[src/bsc_cfg.svh]
`ifndef BSC_CFG_SVH
`define BSC_CFG_SVH

// ----------------------------------------------------------------------
// Timing
// ----------------------------------------------------------------------
`define BSC_CLK_MHZ          50
`define BSC_BURST_TIME_US    20
`define BSC_BURST_CYCLES     (`BSC_BURST_TIME_US * `BSC_CLK_MHZ)
`define BSC_SETTLE_SWITCH    12
`define BSC_SETTLE_HALF      (2 * `BSC_SETTLE_SWITCH)

// ----------------------------------------------------------------------
// Duty thresholds in percent
// ----------------------------------------------------------------------
`define BSC_ENTRY_LOW_RES    7'd40
`define BSC_ENTRY_HIGH_RES   7'd25
`define BSC_EXIT_A_SHORT     7'd80
`define BSC_EXIT_A_100K      7'd75
`define BSC_EXIT_A_180K      7'd65
`define BSC_EXIT_A_OPEN      7'd60
`define BSC_EXIT_B_SHORT     7'd75
`define BSC_EXIT_B_100K      7'd70
`define BSC_EXIT_B_180K      7'd60
`define BSC_EXIT_B_OPEN      7'd55
`define BSC_EXIT_D_SHORT     7'd80
`define BSC_EXIT_D_100K      7'd75
`define BSC_EXIT_D_180K      7'd65
`define BSC_EXIT_D_OPEN      7'd0
`define BSC_PERCENT_FULL     7'd100

// ----------------------------------------------------------------------
// Register map
// ----------------------------------------------------------------------
`define BSC_ADR_CTRL         8'h00
`define BSC_ADR_STATUS       8'h04
`define BSC_ADR_DUTY         8'h08
`define BSC_CTRL_SOFT_OFF    0
`define BSC_CTRL_CREDIT_LSB  8
`define BSC_CTRL_CREDIT_MSB  15
`define BSC_CREDIT_RESET     8'h40

`endif

[src/bsc_pkg.sv]
package bsc_pkg;

	typedef enum logic [3:0] {
		s_startup = 4'h1,
		s_run     = 4'h2,
		s_low     = 4'h4,
		s_settle  = 4'h8
	} bsc_state_type;

	// Remote pin strap as quantised at startup
	typedef enum logic [1:0] {
		en_low_res  = 2'h0,
		en_high_res = 2'h1,
		en_open     = 2'h2
	} bsc_en_strap_type;

	// Threshold select pin strap as quantised at startup
	typedef enum logic [1:0] {
		sel_short = 2'h0,
		sel_100k  = 2'h1,
		sel_180k  = 2'h2,
		sel_open  = 2'h3
	} bsc_sel_strap_type;

endpackage

[src/bsc_meter_if.sv]
`timescale 1ns/100ps
`default_nettype none

interface bsc_meter_if;
	logic       conduct;
	logic       cycle_end;
	logic [6:0] duty_pct;
	logic       duty_valid;

	modport meter (input conduct, input cycle_end,
		output duty_pct, output duty_valid);
	modport ctrl (output conduct, output cycle_end,
		input duty_pct, input duty_valid);
endinterface

`default_nettype wire

[src/bsc_burst_ctrl.sv]
// Implementation choices: the Wishbone interface to the registers and the register offsets.
`timescale 1ns/100ps
`default_nettype none

`include "bsc_cfg.svh"

module bsc_burst_ctrl
	import bsc_pkg::*;
#(
	parameter int BURST_CYCLES = `BSC_BURST_CYCLES,
	parameter int SETTLE_HALF  = `BSC_SETTLE_HALF,
	parameter int CW           = 12
) (
	input  wire logic        mclk_i,
	input  wire logic        srst_i,
	input  wire logic [1:0]  drain_sense_inputs_i,
	input  wire logic        conduct_i,
	input  wire logic        half_cycle_end_i,
	input  wire logic        supply_ok_i,
	input  wire logic [1:0]  en_strap_i,
	input  wire logic [1:0]  sel_strap_i,
	input  wire logic        remote_off_i,
	input  wire logic        remote_on_i,
	input  wire logic        sleep_request_i,
	output logic             gate_drive_en_o,
	output logic             low_power_o,
	output logic             en_source_startup_o,
	output logic             en_source_run_o,
	output logic             select_pin_source_current_o,
	output logic             sleep_enabled_o,
	output logic [6:0]       sleep_entry_duty_o,
	output logic [6:0]       burst_exit_duty_o,
	input  wire logic        wb_cyc_i,
	input  wire logic        wb_stb_i,
	input  wire logic        wb_we_i,
	input  wire logic [7:0]  wb_adr_i,
	input  wire logic [3:0]  wb_sel_i,
	input  wire logic [31:0] wb_dat_i,
	output logic [31:0]      wb_dat_o,
	output logic             wb_ack_o
);
	localparam int BW = $clog2(BURST_CYCLES + 1);
	localparam int SW = $clog2(SETTLE_HALF + 1);

	bsc_state_type state;
	bsc_state_type next_state;
	logic [BW-1:0] burst_cnt;
	logic          burst_hit;
	logic [SW-1:0] settle_cnt;
	logic [7:0]    credit_acc;
	logic [7:0]    next_credit;
	logic          exit_hit;
	logic          remote_stop;
	logic          supply_q;
	logic          cfg_valid;
	logic          soft_off;
	logic [7:0]    exit_credit;
	logic [6:0]    last_duty;
	logic          wb_req;

	bsc_meter_if meter_bus ();

	assign meter_bus.conduct   = conduct_i;
	assign meter_bus.cycle_end = half_cycle_end_i;

	bsc_duty_meter #(
		.CW (CW)
	) u_meter (
		.mclk_i (mclk_i),
		.srst_i (srst_i),
		.m      (meter_bus.meter)
	);

	// ------------------------------------------------------------------
	// Startup strap capture
	// ------------------------------------------------------------------
	// Straps are caught on the clocked rising edge of supply_ok, never in
	// reset; the remote switch must be open then, or the strap reads low.
	always_ff @(posedge mclk_i) begin
		if (srst_i) begin
			supply_q           <= 1'b0;
			cfg_valid          <= 1'b0;
			sleep_enabled_o    <= 1'b0;
			sleep_entry_duty_o <= '0;
			burst_exit_duty_o  <= '0;
		end else begin
			supply_q <= supply_ok_i;
			if (!supply_ok_i) begin
				cfg_valid <= 1'b0;
			end else if (!supply_q && !cfg_valid) begin
				cfg_valid          <= 1'b1;
				sleep_enabled_o    <= !en_strap_i[1];
				sleep_entry_duty_o <= entry_of(en_strap_i);
				burst_exit_duty_o  <= exit_of(en_strap_i, sel_strap_i);
			end
		end
	end

	function automatic logic [6:0] entry_of(input logic [1:0] en);
		if (en == en_low_res)
			return `BSC_ENTRY_LOW_RES;
		else if (en == en_high_res)
			return `BSC_ENTRY_HIGH_RES;
		else
			return 7'h00;
	endfunction

	function automatic logic [6:0] exit_of(input logic [1:0] en,
		input logic [1:0] sel);
		logic [6:0] v;
		v = 7'h00;
		case (en)
			en_low_res: begin
				case (sel)
					sel_short: v = `BSC_EXIT_A_SHORT;
					sel_100k:  v = `BSC_EXIT_A_100K;
					sel_180k:  v = `BSC_EXIT_A_180K;
					default:   v = `BSC_EXIT_A_OPEN;
				endcase
			end
			en_high_res: begin
				case (sel)
					sel_short: v = `BSC_EXIT_B_SHORT;
					sel_100k:  v = `BSC_EXIT_B_100K;
					sel_180k:  v = `BSC_EXIT_B_180K;
					default:   v = `BSC_EXIT_B_OPEN;
				endcase
			end
			default: begin
				case (sel)
					sel_short: v = `BSC_EXIT_D_SHORT;
					sel_100k:  v = `BSC_EXIT_D_100K;
					sel_180k:  v = `BSC_EXIT_D_180K;
					default:   v = `BSC_EXIT_D_OPEN;
				endcase
			end
		endcase
		return v;
	endfunction

	// Startup sources until latched, then run level / off
	assign en_source_startup_o         = !cfg_valid;
	assign en_source_run_o             = cfg_valid;
	assign select_pin_source_current_o = !cfg_valid;

	// ------------------------------------------------------------------
	// Burst idle detection
	// ------------------------------------------------------------------
	// Pauses shorter than the window are not seen as bursts; the primary
	// side must idle for at least the whole window for detection to work.
	always_ff @(posedge mclk_i) begin
		if (srst_i || !(&drain_sense_inputs_i)) begin
			burst_cnt <= '0;
		end else if (burst_cnt != BW'(BURST_CYCLES)) begin
			burst_cnt <= burst_cnt + 1'b1;
		end
	end

	assign burst_hit = (burst_cnt == BW'(BURST_CYCLES));

	// ------------------------------------------------------------------
	// Remote on-off with hysteresis
	// ------------------------------------------------------------------
	always_ff @(posedge mclk_i) begin
		if (srst_i)
			remote_stop <= 1'b0;
		else if (remote_off_i)
			remote_stop <= 1'b1;
		else if (remote_on_i)
			remote_stop <= 1'b0;
	end

	// ------------------------------------------------------------------
	// Exit credit: each half cycle above threshold adds its duty excess
	// ------------------------------------------------------------------
	// A cycle at or below threshold discards all credit, so only a run of
	// consecutive cycles above it leads out of low power.
	always_comb begin
		next_credit = 8'h00;
		exit_hit    = 1'b0;
		if (meter_bus.duty_valid
			&& meter_bus.duty_pct > burst_exit_duty_o) begin
			next_credit = sat_add(credit_acc,
				{1'b0, meter_bus.duty_pct - burst_exit_duty_o});
			exit_hit    = (next_credit >= exit_credit);
		end else if (!meter_bus.duty_valid) begin
			next_credit = credit_acc;
		end
	end

	function automatic logic [7:0] sat_add(input logic [7:0] a,
		input logic [7:0] b);
		logic [8:0] s;
		s = {1'b0, a} + {1'b0, b};
		return s[8] ? 8'hff : s[7:0];
	endfunction

	always_ff @(posedge mclk_i) begin
		if (srst_i || state != s_low)
			credit_acc <= '0;
		else
			credit_acc <= next_credit;
	end

	always_ff @(posedge mclk_i) begin
		if (srst_i)
			last_duty <= '0;
		else if (meter_bus.duty_valid)
			last_duty <= meter_bus.duty_pct;
	end

	// ------------------------------------------------------------------
	// Operating state
	// ------------------------------------------------------------------
	always_comb begin
		next_state = state;
		case (state)
			s_startup: begin
				if (cfg_valid)
					next_state = s_run;
			end
			s_run: begin
				if (burst_hit || remote_stop || soft_off)
					next_state = s_low;
				else if (sleep_request_i && sleep_enabled_o)
					next_state = s_low;
			end
			s_low: begin
				if (!remote_stop && !soft_off && !burst_hit && exit_hit)
					next_state = s_settle;
			end
			s_settle: begin
				if (burst_hit || remote_stop || soft_off)
					next_state = s_low;
				else if (settle_cnt == SW'(SETTLE_HALF))
					next_state = s_run;
			end
			default: next_state = s_startup;
		endcase
		if (!cfg_valid)
			next_state = s_startup;
	end

	always_ff @(posedge mclk_i) begin
		if (srst_i)
			state <= s_startup;
		else
			state <= next_state;
	end

	always_ff @(posedge mclk_i) begin
		if (srst_i || state != s_settle)
			settle_cnt <= '0;
		else if (half_cycle_end_i && settle_cnt != SW'(SETTLE_HALF))
			settle_cnt <= settle_cnt + 1'b1;
	end

	assign gate_drive_en_o = (state == s_run);
	assign low_power_o     = (state == s_low);

	// ------------------------------------------------------------------
	// Wishbone slave
	// ------------------------------------------------------------------
	// One wait state: ack is registered, so every access takes two edges.
	assign wb_req = wb_cyc_i && wb_stb_i && !wb_ack_o;

	always_ff @(posedge mclk_i) begin
		if (srst_i)
			wb_ack_o <= 1'b0;
		else
			wb_ack_o <= wb_req;
	end

	always_ff @(posedge mclk_i) begin
		if (srst_i) begin
			soft_off    <= 1'b0;
			exit_credit <= `BSC_CREDIT_RESET;
		end else if (wb_req && wb_we_i && wb_adr_i == `BSC_ADR_CTRL) begin
			if (wb_sel_i[0])
				soft_off <= wb_dat_i[`BSC_CTRL_SOFT_OFF];
			if (wb_sel_i[1])
				exit_credit <=
					wb_dat_i[`BSC_CTRL_CREDIT_MSB:`BSC_CTRL_CREDIT_LSB];
		end
	end

	always_ff @(posedge mclk_i) begin
		if (srst_i) begin
			wb_dat_o <= '0;
		end else if (wb_req && !wb_we_i) begin
			if (wb_adr_i == `BSC_ADR_CTRL)
				wb_dat_o <= {16'h0000, exit_credit, 7'h00, soft_off};
			else if (wb_adr_i == `BSC_ADR_STATUS)
				wb_dat_o <= {9'h000, burst_exit_duty_o, 1'b0,
					sleep_entry_duty_o, remote_stop, burst_hit,
					sleep_enabled_o, cfg_valid, state};
			else if (wb_adr_i == `BSC_ADR_DUTY)
				wb_dat_o <= {8'h00, credit_acc, 9'h000, last_duty};
			else
				wb_dat_o <= '0;
		end
	end

endmodule

`default_nettype wire

[src/bsc_duty_meter.sv]
`timescale 1ns/100ps
`default_nettype none

`include "bsc_cfg.svh"

module bsc_duty_meter
	import bsc_pkg::*;
#(
	parameter int CW = 12
) (
	input  wire logic  mclk_i,
	input  wire logic  srst_i,
	bsc_meter_if.meter m
);
	logic [CW-1:0]   period_cnt;
	logic [CW-1:0]   cond_cnt;
	logic [CW+6:0]   rem;
	logic [CW-1:0]   div;
	logic [6:0]      quot;
	logic [2:0]      bit_idx;
	logic            busy;
	logic [CW+6:0]   trial;

	// ------------------------------------------------------------------
	// Per half-cycle counters, saturating
	// ------------------------------------------------------------------
	always_ff @(posedge mclk_i) begin
		if (srst_i) begin
			period_cnt <= '0;
			cond_cnt   <= '0;
		end else if (m.cycle_end) begin
			// End cycle opens the next window, so no cycle is lost
			period_cnt <= CW'(1);
			cond_cnt   <= CW'(m.conduct);
		end else begin
			if (period_cnt != {CW{1'b1}})
				period_cnt <= period_cnt + 1'b1;
			if (m.conduct && cond_cnt != {CW{1'b1}})
				cond_cnt <= cond_cnt + 1'b1;
		end
	end

	assign trial = {7'h00, div} << bit_idx;

	// ------------------------------------------------------------------
	// Seven step restoring divide of cond*100 by period
	// ------------------------------------------------------------------
	// A new cycle end during a divide restarts it; the old one is lost
	always_ff @(posedge mclk_i) begin
		if (srst_i) begin
			rem          <= '0;
			div          <= '0;
			quot         <= '0;
			bit_idx      <= '0;
			busy         <= 1'b0;
			m.duty_pct   <= '0;
			m.duty_valid <= 1'b0;
		end else begin
			m.duty_valid <= 1'b0;
			if (m.cycle_end) begin
				rem     <= (CW+7)'(cond_cnt) * (CW+7)'(`BSC_PERCENT_FULL);
				div     <= (period_cnt == '0) ? CW'(1) : period_cnt;
				quot    <= '0;
				bit_idx <= 3'h6;
				busy    <= 1'b1;
			end else if (busy) begin
				if (rem >= trial) begin
					rem           <= rem - trial;
					quot[bit_idx] <= 1'b1;
				end
				if (bit_idx == 3'h0) begin
					busy         <= 1'b0;
					m.duty_valid <= 1'b1;
					if (rem >= trial)
						m.duty_pct <= clamp(quot | 7'h01);
					else
						m.duty_pct <= clamp(quot);
				end else begin
					bit_idx <= bit_idx - 1'b1;
				end
			end
		end
	end

	function automatic logic [6:0] clamp(input logic [6:0] q);
		return (q > `BSC_PERCENT_FULL) ? `BSC_PERCENT_FULL : q;
	endfunction

endmodule

`default_nettype wire

[config.mk]
export PLATFORM = sky130hd
export DESIGN_NAME = bsc_burst_ctrl
export DESIGN_NICKNAME = d
export VERILOG_FILES = /design/src/bsc_pkg.sv /design/src/bsc_meter_if.sv /design/src/bsc_burst_ctrl.sv /design/src/bsc_duty_meter.sv
export VERILOG_INCLUDE_DIRS = /design/src
export SDC_FILE = /design/constraint.sdc
export NUM_CORES = 1
export LEC_CHECK = 0
export BUFFER_PORTS_ARGS = -buffer_cell sky130_fd_sc_hd__buf_2
export CAP_MARGIN = 20
export CORE_MARGIN = 8
export CORE_UTILIZATION = 30
export CTS_BUF_LIST = sky130_fd_sc_hd__clkbuf_8
export CTS_CLUSTER_DIAMETER = 40
export DETAILED_ROUTE_END_ITERATION = 8
export MAX_ROUTING_LAYER = met4
export PLACE_DENSITY = 0.57
export REMOVE_ABC_BUFFERS = 1
export SLEW_MARGIN = 10
export SYNTH_ARGS = -nofsm -noshare
export SYNTH_HDL_FRONTEND = slang
export SYNTH_HIERARCHICAL = 1
export SYNTH_SLANG_ARGS = --single-unit
[constraint.sdc]
create_clock -name mclk_i -period 7 [get_ports mclk_i]
set_input_delay 0.35 -clock mclk_i [delete_from_list [all_inputs] [get_ports mclk_i]]
set_output_delay 0.35 -clock mclk_i [all_outputs]
set_load 0.005 [all_outputs]
==> results.cfg, run 1 <==
[critical_path]
crit_path_start_kind = flop
r2r_start = burst_exit_duty_o[0]$_SDFFE_PP0P_
crit_fanout = 8
r2r_slack_ns = 2.32
crit_required_ns = 7.38
rr_worst_depth = 18
path_class = flop to flop
arrival_ns = 5.06
crit_path_end_kind = flop
r2r_end = state[3]$_SDFFE_PP0P_

[clock_network]
hold_buffers = 0
clockBufferDepth = 2
htreeDepth = 4
cts_setup_buffers = 0
cts_buffers = 17
cts_resized = 0
clock_latency_ns = 0.48
cts_tree = built
cts_root_buf = clkbuf_8
clkTransAtPathRegs_ns = 0.10
cts.sinks = 156

[grt]
grt_usage_pct = 12.8
grt_start_max_net_pins = 52
grt_pass1_vias = 7747
grt_overflow = 0
grt_pass1_wl_um = 39400
antenna_found_initial = 1

[layout]
final_common_cell = dfxtp_1
layout_common_cells = 156 x dfxtp_1, 155 x nor2_1, 97 x ha_1
fin_cells = 1593
fill_cells = 3388
fin_util_pct = 34.0
final_nets = 1346
multi_input_area_mm2 = 0.00605
final_layout_size_suffix_gt1_share_pct = 11.0
diodes = 0
regArea_mm2 = 0.00312
areaGrowthSynthToFinish_pct = 11.2

[floorplanning]
core_mm2 = 0.0316
die-area_mm2 = 0.0382
rows = 65
dieWidth_um = 196
ios = 114
dieHeight_um = 196
start_util_pct = 30.6

[pwr]
leakagePower_uw = 0.00465
p_per_area_mw_per_mm2 = 188
ir_drop_mv = 0.103
pwr-share-seq_pct = 46.0
p_sw_share_pct = 30.9
p_switching_uw = 626
fin_total_pwr_uw = 2020
p_comb_share_pct = 17.9
p_clk_share_pct = 36.1
internal_power_uw = 1400

[route]
wl_per_cell_um = 15.1
top_layer = met4
drt_first_iter_violations = 414
wirelength_um = 24000
drt_first_pass_iters = 7
final_antenna_net_count = 0
viasPerCell = 5.08
wl_met3_um = 1350
met2_length_um = 10900
drc_errors = 0
wl_met1_um = 11500
num_vias = 8090

[sta]
clock_skew_ns = 0.0139
rsz0062_at_grt = no
clock.fmax_mhz = 214
fin_crit_sh_pct = 66.9
setup_tns_ns = 0
tightest_slew_ns = 0.983
slew_headroom_pct = 34.5
min_period_ns = 4.68
final_hold_viol_count = 0
slew_violations = 0
finalSetupViolCount = 0

[min_path]
holdPathStages = 3
hold_start = remote_off_i
min_to = remote_stop$_SDFFE_PP0P_
hp-class = primary input to flop

[logic_synthesis]
synthCells = 1125
synth_edf_count = 0
synth_cell_types = 74
ys_ff_latch = 156
syn_area_mm2 = 0.00967
dominantRegCellSynth = dfxtp_1
synth.avg_cell_area_um2 = 8.59
synth_warnings = 6
yosysSeqAreaShare_pct = 32.3
synthArstFlopShare_pct = 0

[placement]
hpwl_um = 18100
dp.cells = 1561
io_buffer_count = 77
gp_congestion = 0.856

[flow_run]
maxCapViolCount = 0

[status]
outcome = complete, no violations
[flip-flops by register name, indices dropped and copies added, names as in the netlist, 3 cells and up]
| name | flops |
|---|---|
| wb_dat_o | 24 |
| u_meter/rem | 19 |
| u_meter/cond_cnt | 12 |
| u_meter/div | 12 |
| u_meter/period_cnt | 12 |
| burst_cnt | 10 |
| credit_acc | 8 |
| exit_credit | 8 |
| burst_exit_duty_o | 7 |
| last_duty | 7 |
| u_meter/m.duty_pct | 7 |
| u_meter/quot | 7 |
| settle_cnt | 5 |
| state | 4 |
| sleep_entry_duty_o | 3 |
| u_meter/bit_idx | 3 |
[worst max-delay path, cell delays in order, from the launching register on]
cell	delay, ns
dfxtp_1	0.46
ha_1	0.22
inv_1	0.06
fa_1	0.39
a21o_1	0.17
a21oi_1	0.21
o21bai_1	0.09
a21oi_1	0.17
xnor2_1	0.11
ha_1	0.27
or3_1	0.32
o221ai_1	0.52
nor2b_1	0.24
ha_1	0.24
nand2b_1	0.13
a2111oi_0	0.45
o31a_1	0.25
nor4_1	0.07
a31o_2	0.21
[layer usage]
layer  vias to the layer above  GRT usage [%]
met5                         -              -
met4                         0           3.00
met3                        10           3.32
met2                       175           20.1
met1                      3770           16.4
li1                       4135              -
[worst max path at each step]
| stage | startpoint | end | slack (ns) | cells after the start |
|---|---|---|---|---|
| after floorplan | burst_exit_duty_o[0]$_SDFFE_PP0P_ | state[3]$_SDFFE_PP0P_ | 2.99 | 18 |
| after global placement | burst_exit_duty_o[0]$_SDFFE_PP0P_ | state[3]$_SDFFE_PP0P_ | 2.38 | 18 |
| after detailed placement | burst_exit_duty_o[0]$_SDFFE_PP0P_ | state[3]$_SDFFE_PP0P_ | 2.31 | 18 |
| after CTS | burst_exit_duty_o[0]$_SDFFE_PP0P_ | state[3]$_SDFFE_PP0P_ | 2.28 | 18 |
| after global routing | burst_exit_duty_o[0]$_SDFFE_PP0P_ | state[3]$_SDFFE_PP0P_ | 1.91 | 18 |
| final | burst_exit_duty_o[0]$_SDFFE_PP0P_ | state[3]$_SDFFE_PP0P_ | 2.32 | 18 |
[metrics by stage]
step           worst slack [ns]  hold WS, ns  cell area [um^2]
2_1_floorplan              2.99        0.419              9410
3_3_place_gp               2.38        0.426             10300
3_5_place_dp               2.31        0.449             10300
4_1_cts                    2.28       0.0531             10700
5_1_grt                    1.91       0.0735             10700
6_report                   2.32       0.0845             10700
[synth_stat cells (all sizes together), types with 4 or more instances]
cell | n | area (um^2)
a221oi | 4 | 35.0
o21a | 11 | 82.6
a211oi | 29 | 223
a31oi | 14 | 87.6
nand3 | 29 | 150
nand2 | 66 | 248
o21ai | 34 | 178
nor4 | 5 | 37.5
a211o | 4 | 35.0
clkbuf | 27 | 101
a21oi | 78 | 390
a21boi | 5 | 37.5
a311oi | 6 | 52.6
o22ai | 4 | 25.0
buf | 29 | 190
nand2b | 15 | 93.8
nor2b | 10 | 65.1
and2 | 6 | 37.5
nor4b | 4 | 35.0
or3 | 8 | 50.1
a222oi | 15 | 150
a22oi | 7 | 52.6
xor2 | 35 | 307
nor2 | 157 | 599
and3 | 16 | 100
ha | 97 | 1210
dfxtp | 156 | 3120
mux2i | 53 | 531
a21o | 17 | 128
a2bb2oi | 4 | 35.0
nor3 | 14 | 81.3
a22o | 6 | 52.6
fa | 10 | 200
xnor2 | 22 | 193
nand4 | 12 | 75.1
nand3b | 4 | 30.0
o21bai | 9 | 67.6
inv | 64 | 240
[cells by family (layout without fill, tap and decap cells)]
family / count (synthesis) / count (layout) / share of synthesized area, %
simple gates: 362 / 362 / 18.0
compound gates: 266 / 266 / 18.6
fa+ha+maj: 107 / 107 / 14.6
mux: 55 / 55 / 5.72
flops: 156 / 156 / 32.3
xor+xnor: 57 / 57 / 5.16
other cells: 1 / 11 / 0.0388
buf+inv: 121 / 177 / 5.54
[power groups by stage]
| stage | sequential (uW) | clock (uW) | combinational (uW) |
|---|---|---|---|
| 2_1_floorplan | 944 | 0 | 262 |
| 3_3_place_gp | 952 | 0 | 357 |
| 3_5_place_dp | 952 | 0 | 361 |
| 4_1_cts | 931 | 757 | 363 |
| 5_1_grt | 935 | 795 | 409 |
| 6_report | 931 | 730 | 362 |
[final cells by class]
type                    count  area share, %
clock inverters            14           1.61
repair buffers             80           3.82
well taps                 402           4.68
inverters                  65           2.27
flip-flops and latches    156           29.1
clock buffers              18           2.31
multi-input cells         858           56.3
(Power assumes the default switching activity.)
==> run 2, diff against run 1 <==
==> constraint.sdc (replaced) <==
create_clock -name mclk_i -period 4.64 [get_ports mclk_i]
set_input_delay 0.232 -clock mclk_i [delete_from_list [all_inputs] [get_ports mclk_i]]
set_output_delay 0.232 -clock mclk_i [all_outputs]
set_load 0.005 [all_outputs]
==> results.cfg, run 2 (synthesis results as in run 1) <==
[sta]
fin_crit_sh_pct = 92.7
clock.fmax_mhz = 233
min_period_ns = 4.30
final_hold_viol_count = 0
clock_skew_ns = 0.0147
slew_headroom_pct = 40.8
setup_tns_ns = 0
tightest_slew_ns = 0.876
slew_violations = 0
finalSetupViolCount = 0
rsz0062_at_grt = no

[placement]
dp.cells = 1568
hpwl_um = 18100
io_buffer_count = 77
gp_congestion = 0.861

[floorplanning]
dieHeight_um = 196
rows = 65
start_util_pct = 30.6
die-area_mm2 = 0.0382
dieWidth_um = 196
core_mm2 = 0.0316
ios = 114

[grt]
grt_usage_pct = 13.0
grt_start_max_net_pins = 61
grt_pass1_vias = 7896
antenna_found_initial = 0
grt_pass1_wl_um = 40200
grt_overflow = 0

[route]
wl_per_cell_um = 15.0
drt_first_iter_violations = 338
drc_errors = 0
num_vias = 8169
final_antenna_net_count = 0
drt_first_pass_iters = 7
wirelength_um = 24200
viasPerCell = 5.07

[clock_network]
clock_latency_ns = 0.47
htreeDepth = 4
cts_buffers = 17
cts_root_buf = clkbuf_8
cts.sinks = 156
cts_setup_buffers = 0
clockBufferDepth = 2
cts_tree = built
clkTransAtPathRegs_ns = 0.09

[layout]
largest_reg_flops = 24
fin_cells = 1611
max_flop_register = wb_dat_o
reg_top3 = wb_dat_o x24, u_meter/rem x19
final_nets = 1365
diodes = 0
layout_common_cells = 155 x nor2_1, 155 x dfxtp_1, 97 x ha_1
final_layout_size_suffix_gt1_share_pct = 11.4
areaGrowthSynthToFinish_pct = 12.7

[pwr]
leakagePower_uw = 0.00471
p_clk_share_pct = 34.9
p_sw_share_pct = 30.8
p_per_area_mw_per_mm2 = 277
ir_drop_mv = 0.162
p_switching_uw = 932
pwr-share-seq_pct = 46.3
internal_power_uw = 2090
p_comb_share_pct = 18.8

[critical_path]
slowest_stage = dfxtp_1
crit_path_end_kind = flop
crit_start = burst_exit_duty_o[0]$_SDFFE_PP0P_
cp_cell_sequence = ha_1 -> inv_1 -> fa_1 -> a21o_1 -> a21oi_1 -> o21bai_1 -> a21oi_1 -> xnor2_1 -> ha_1 -> o21a_1 -> nor2_1 -> nor3_2 -> nor2_1 -> a31oi_1 -> ha_1 -> and3_1 -> a221oi_1 -> o31a_1 -> nor4_1 -> a31o_2
path_common_cell = ha_1
worst-path-buf-inv = 1
crit_family = compound AO/OA/AOI/OAI gates
crit_fanout = 4
crit_required_ns = 5.01
r2r_start = burst_exit_duty_o[0]$_SDFFE_PP0P_
arrival_ns = 4.67
cpPeakStageDelay_ns = 0.45
path_class = flop to flop
crit_path_start_kind = flop

[status]
outcome = complete, no violations

[flow_run]
maxCapViolCount = 0

[min_path]
hp-class = primary input to flop
hold_start = remote_on_i
-- run 2: cell count changes in the layout (fill, tap and decap cells not counted), sizes merged --
cell / previous run / this run
dlygate4sd3: 0 / 12
clkinvlp: 1 / 4
clkbuf: 18 / 17
clkinv: 3 / 1
inv: 73 / 72
buf: 80 / 87
-- run 2: worst paths after layout --
check | end | slack (ns) | cells past startpoint
max | state[3]$_SDFFE_PP0P_ | 0.34 | 20
min reg2reg | en_source_run_o$_SDFFE_PP0P_ | 0.44 | 1
min | remote_stop$_SDFFE_PP0P_ | 0.05 | 4
max reg2reg | state[3]$_SDFFE_PP0P_ | 0.34 | 20
-- run 2: timing repair --
item	CTS	global route
endpoints found under the setup margin	0	7
resized for setup	0	2
endpoints found under the hold margin	10	0
hold buffers	12	0
-- run 2: routing by layer --
metal  global-route usage, %  share of wire, %
met5                       -                 0
met4                    2.67              0.92
met3                    2.84               5.1
met2                    21.0                46
met1                    16.4                48
-- run 2: worst register-to-register path, cell delays in order, from the launching register on --
cell	delay [ns]
dfxtp_1	0.45
ha_1	0.21
inv_1	0.05
fa_1	0.39
a21o_1	0.17
a21oi_1	0.22
o21bai_1	0.09
a21oi_1	0.17
xnor2_1	0.11
ha_1	0.32
o21a_1	0.18
nor2_1	0.06
nor3_2	0.30
nor2_1	0.07
a31oi_1	0.16
ha_1	0.26
and3_1	0.18
a221oi_1	0.31
o31a_1	0.23
nor4_1	0.07
a31o_2	0.21
-- run 2: power by group through the flow --
| stage | clock (uW) | sequential, uW | combinational [uW] |
|---|---|---|---|
| finish | 1050 | 1400 | 569 |
| floorplan | 0 | 1420 | 396 |
| CTS | 1100 | 1400 | 567 |
| global placement | 0 | 1430 | 551 |
| global route | 1150 | 1410 | 638 |
| detailed placement | 0 | 1430 | 558 |
-- run 2: stage by stage --
step	hold WS (ns)	setup slack, ns	util, %	instance area (um^2)	power [uW]
3_5_place_dp	0.435	0.307	32.8	10400	1990
3_3_place_gp	0.426	0.370	32.8	10400	1980
6_report	0.0508	0.340	34.5	10900	3020
2_1_floorplan	0.301	0.632	-	9410	1820
4_1_cts	0.0169	0.302	34.4	10900	3060
5_1_grt	0.0277	0.0561	34.5	10900	3190
-- run 2: cell type report --
| class | instances | area [um^2] |
|---|---|---|
| timing repair buffer | 99 | 583 |
| sequential | 156 | 3120 |
| fill | 3316 | 20700 |
| clock inverter | 14 | 160 |
| tap | 402 | 503 |
| clock buffer | 17 | 234 |
| multi-input combinational | 858 | 6050 |
| inverter | 65 | 244 |
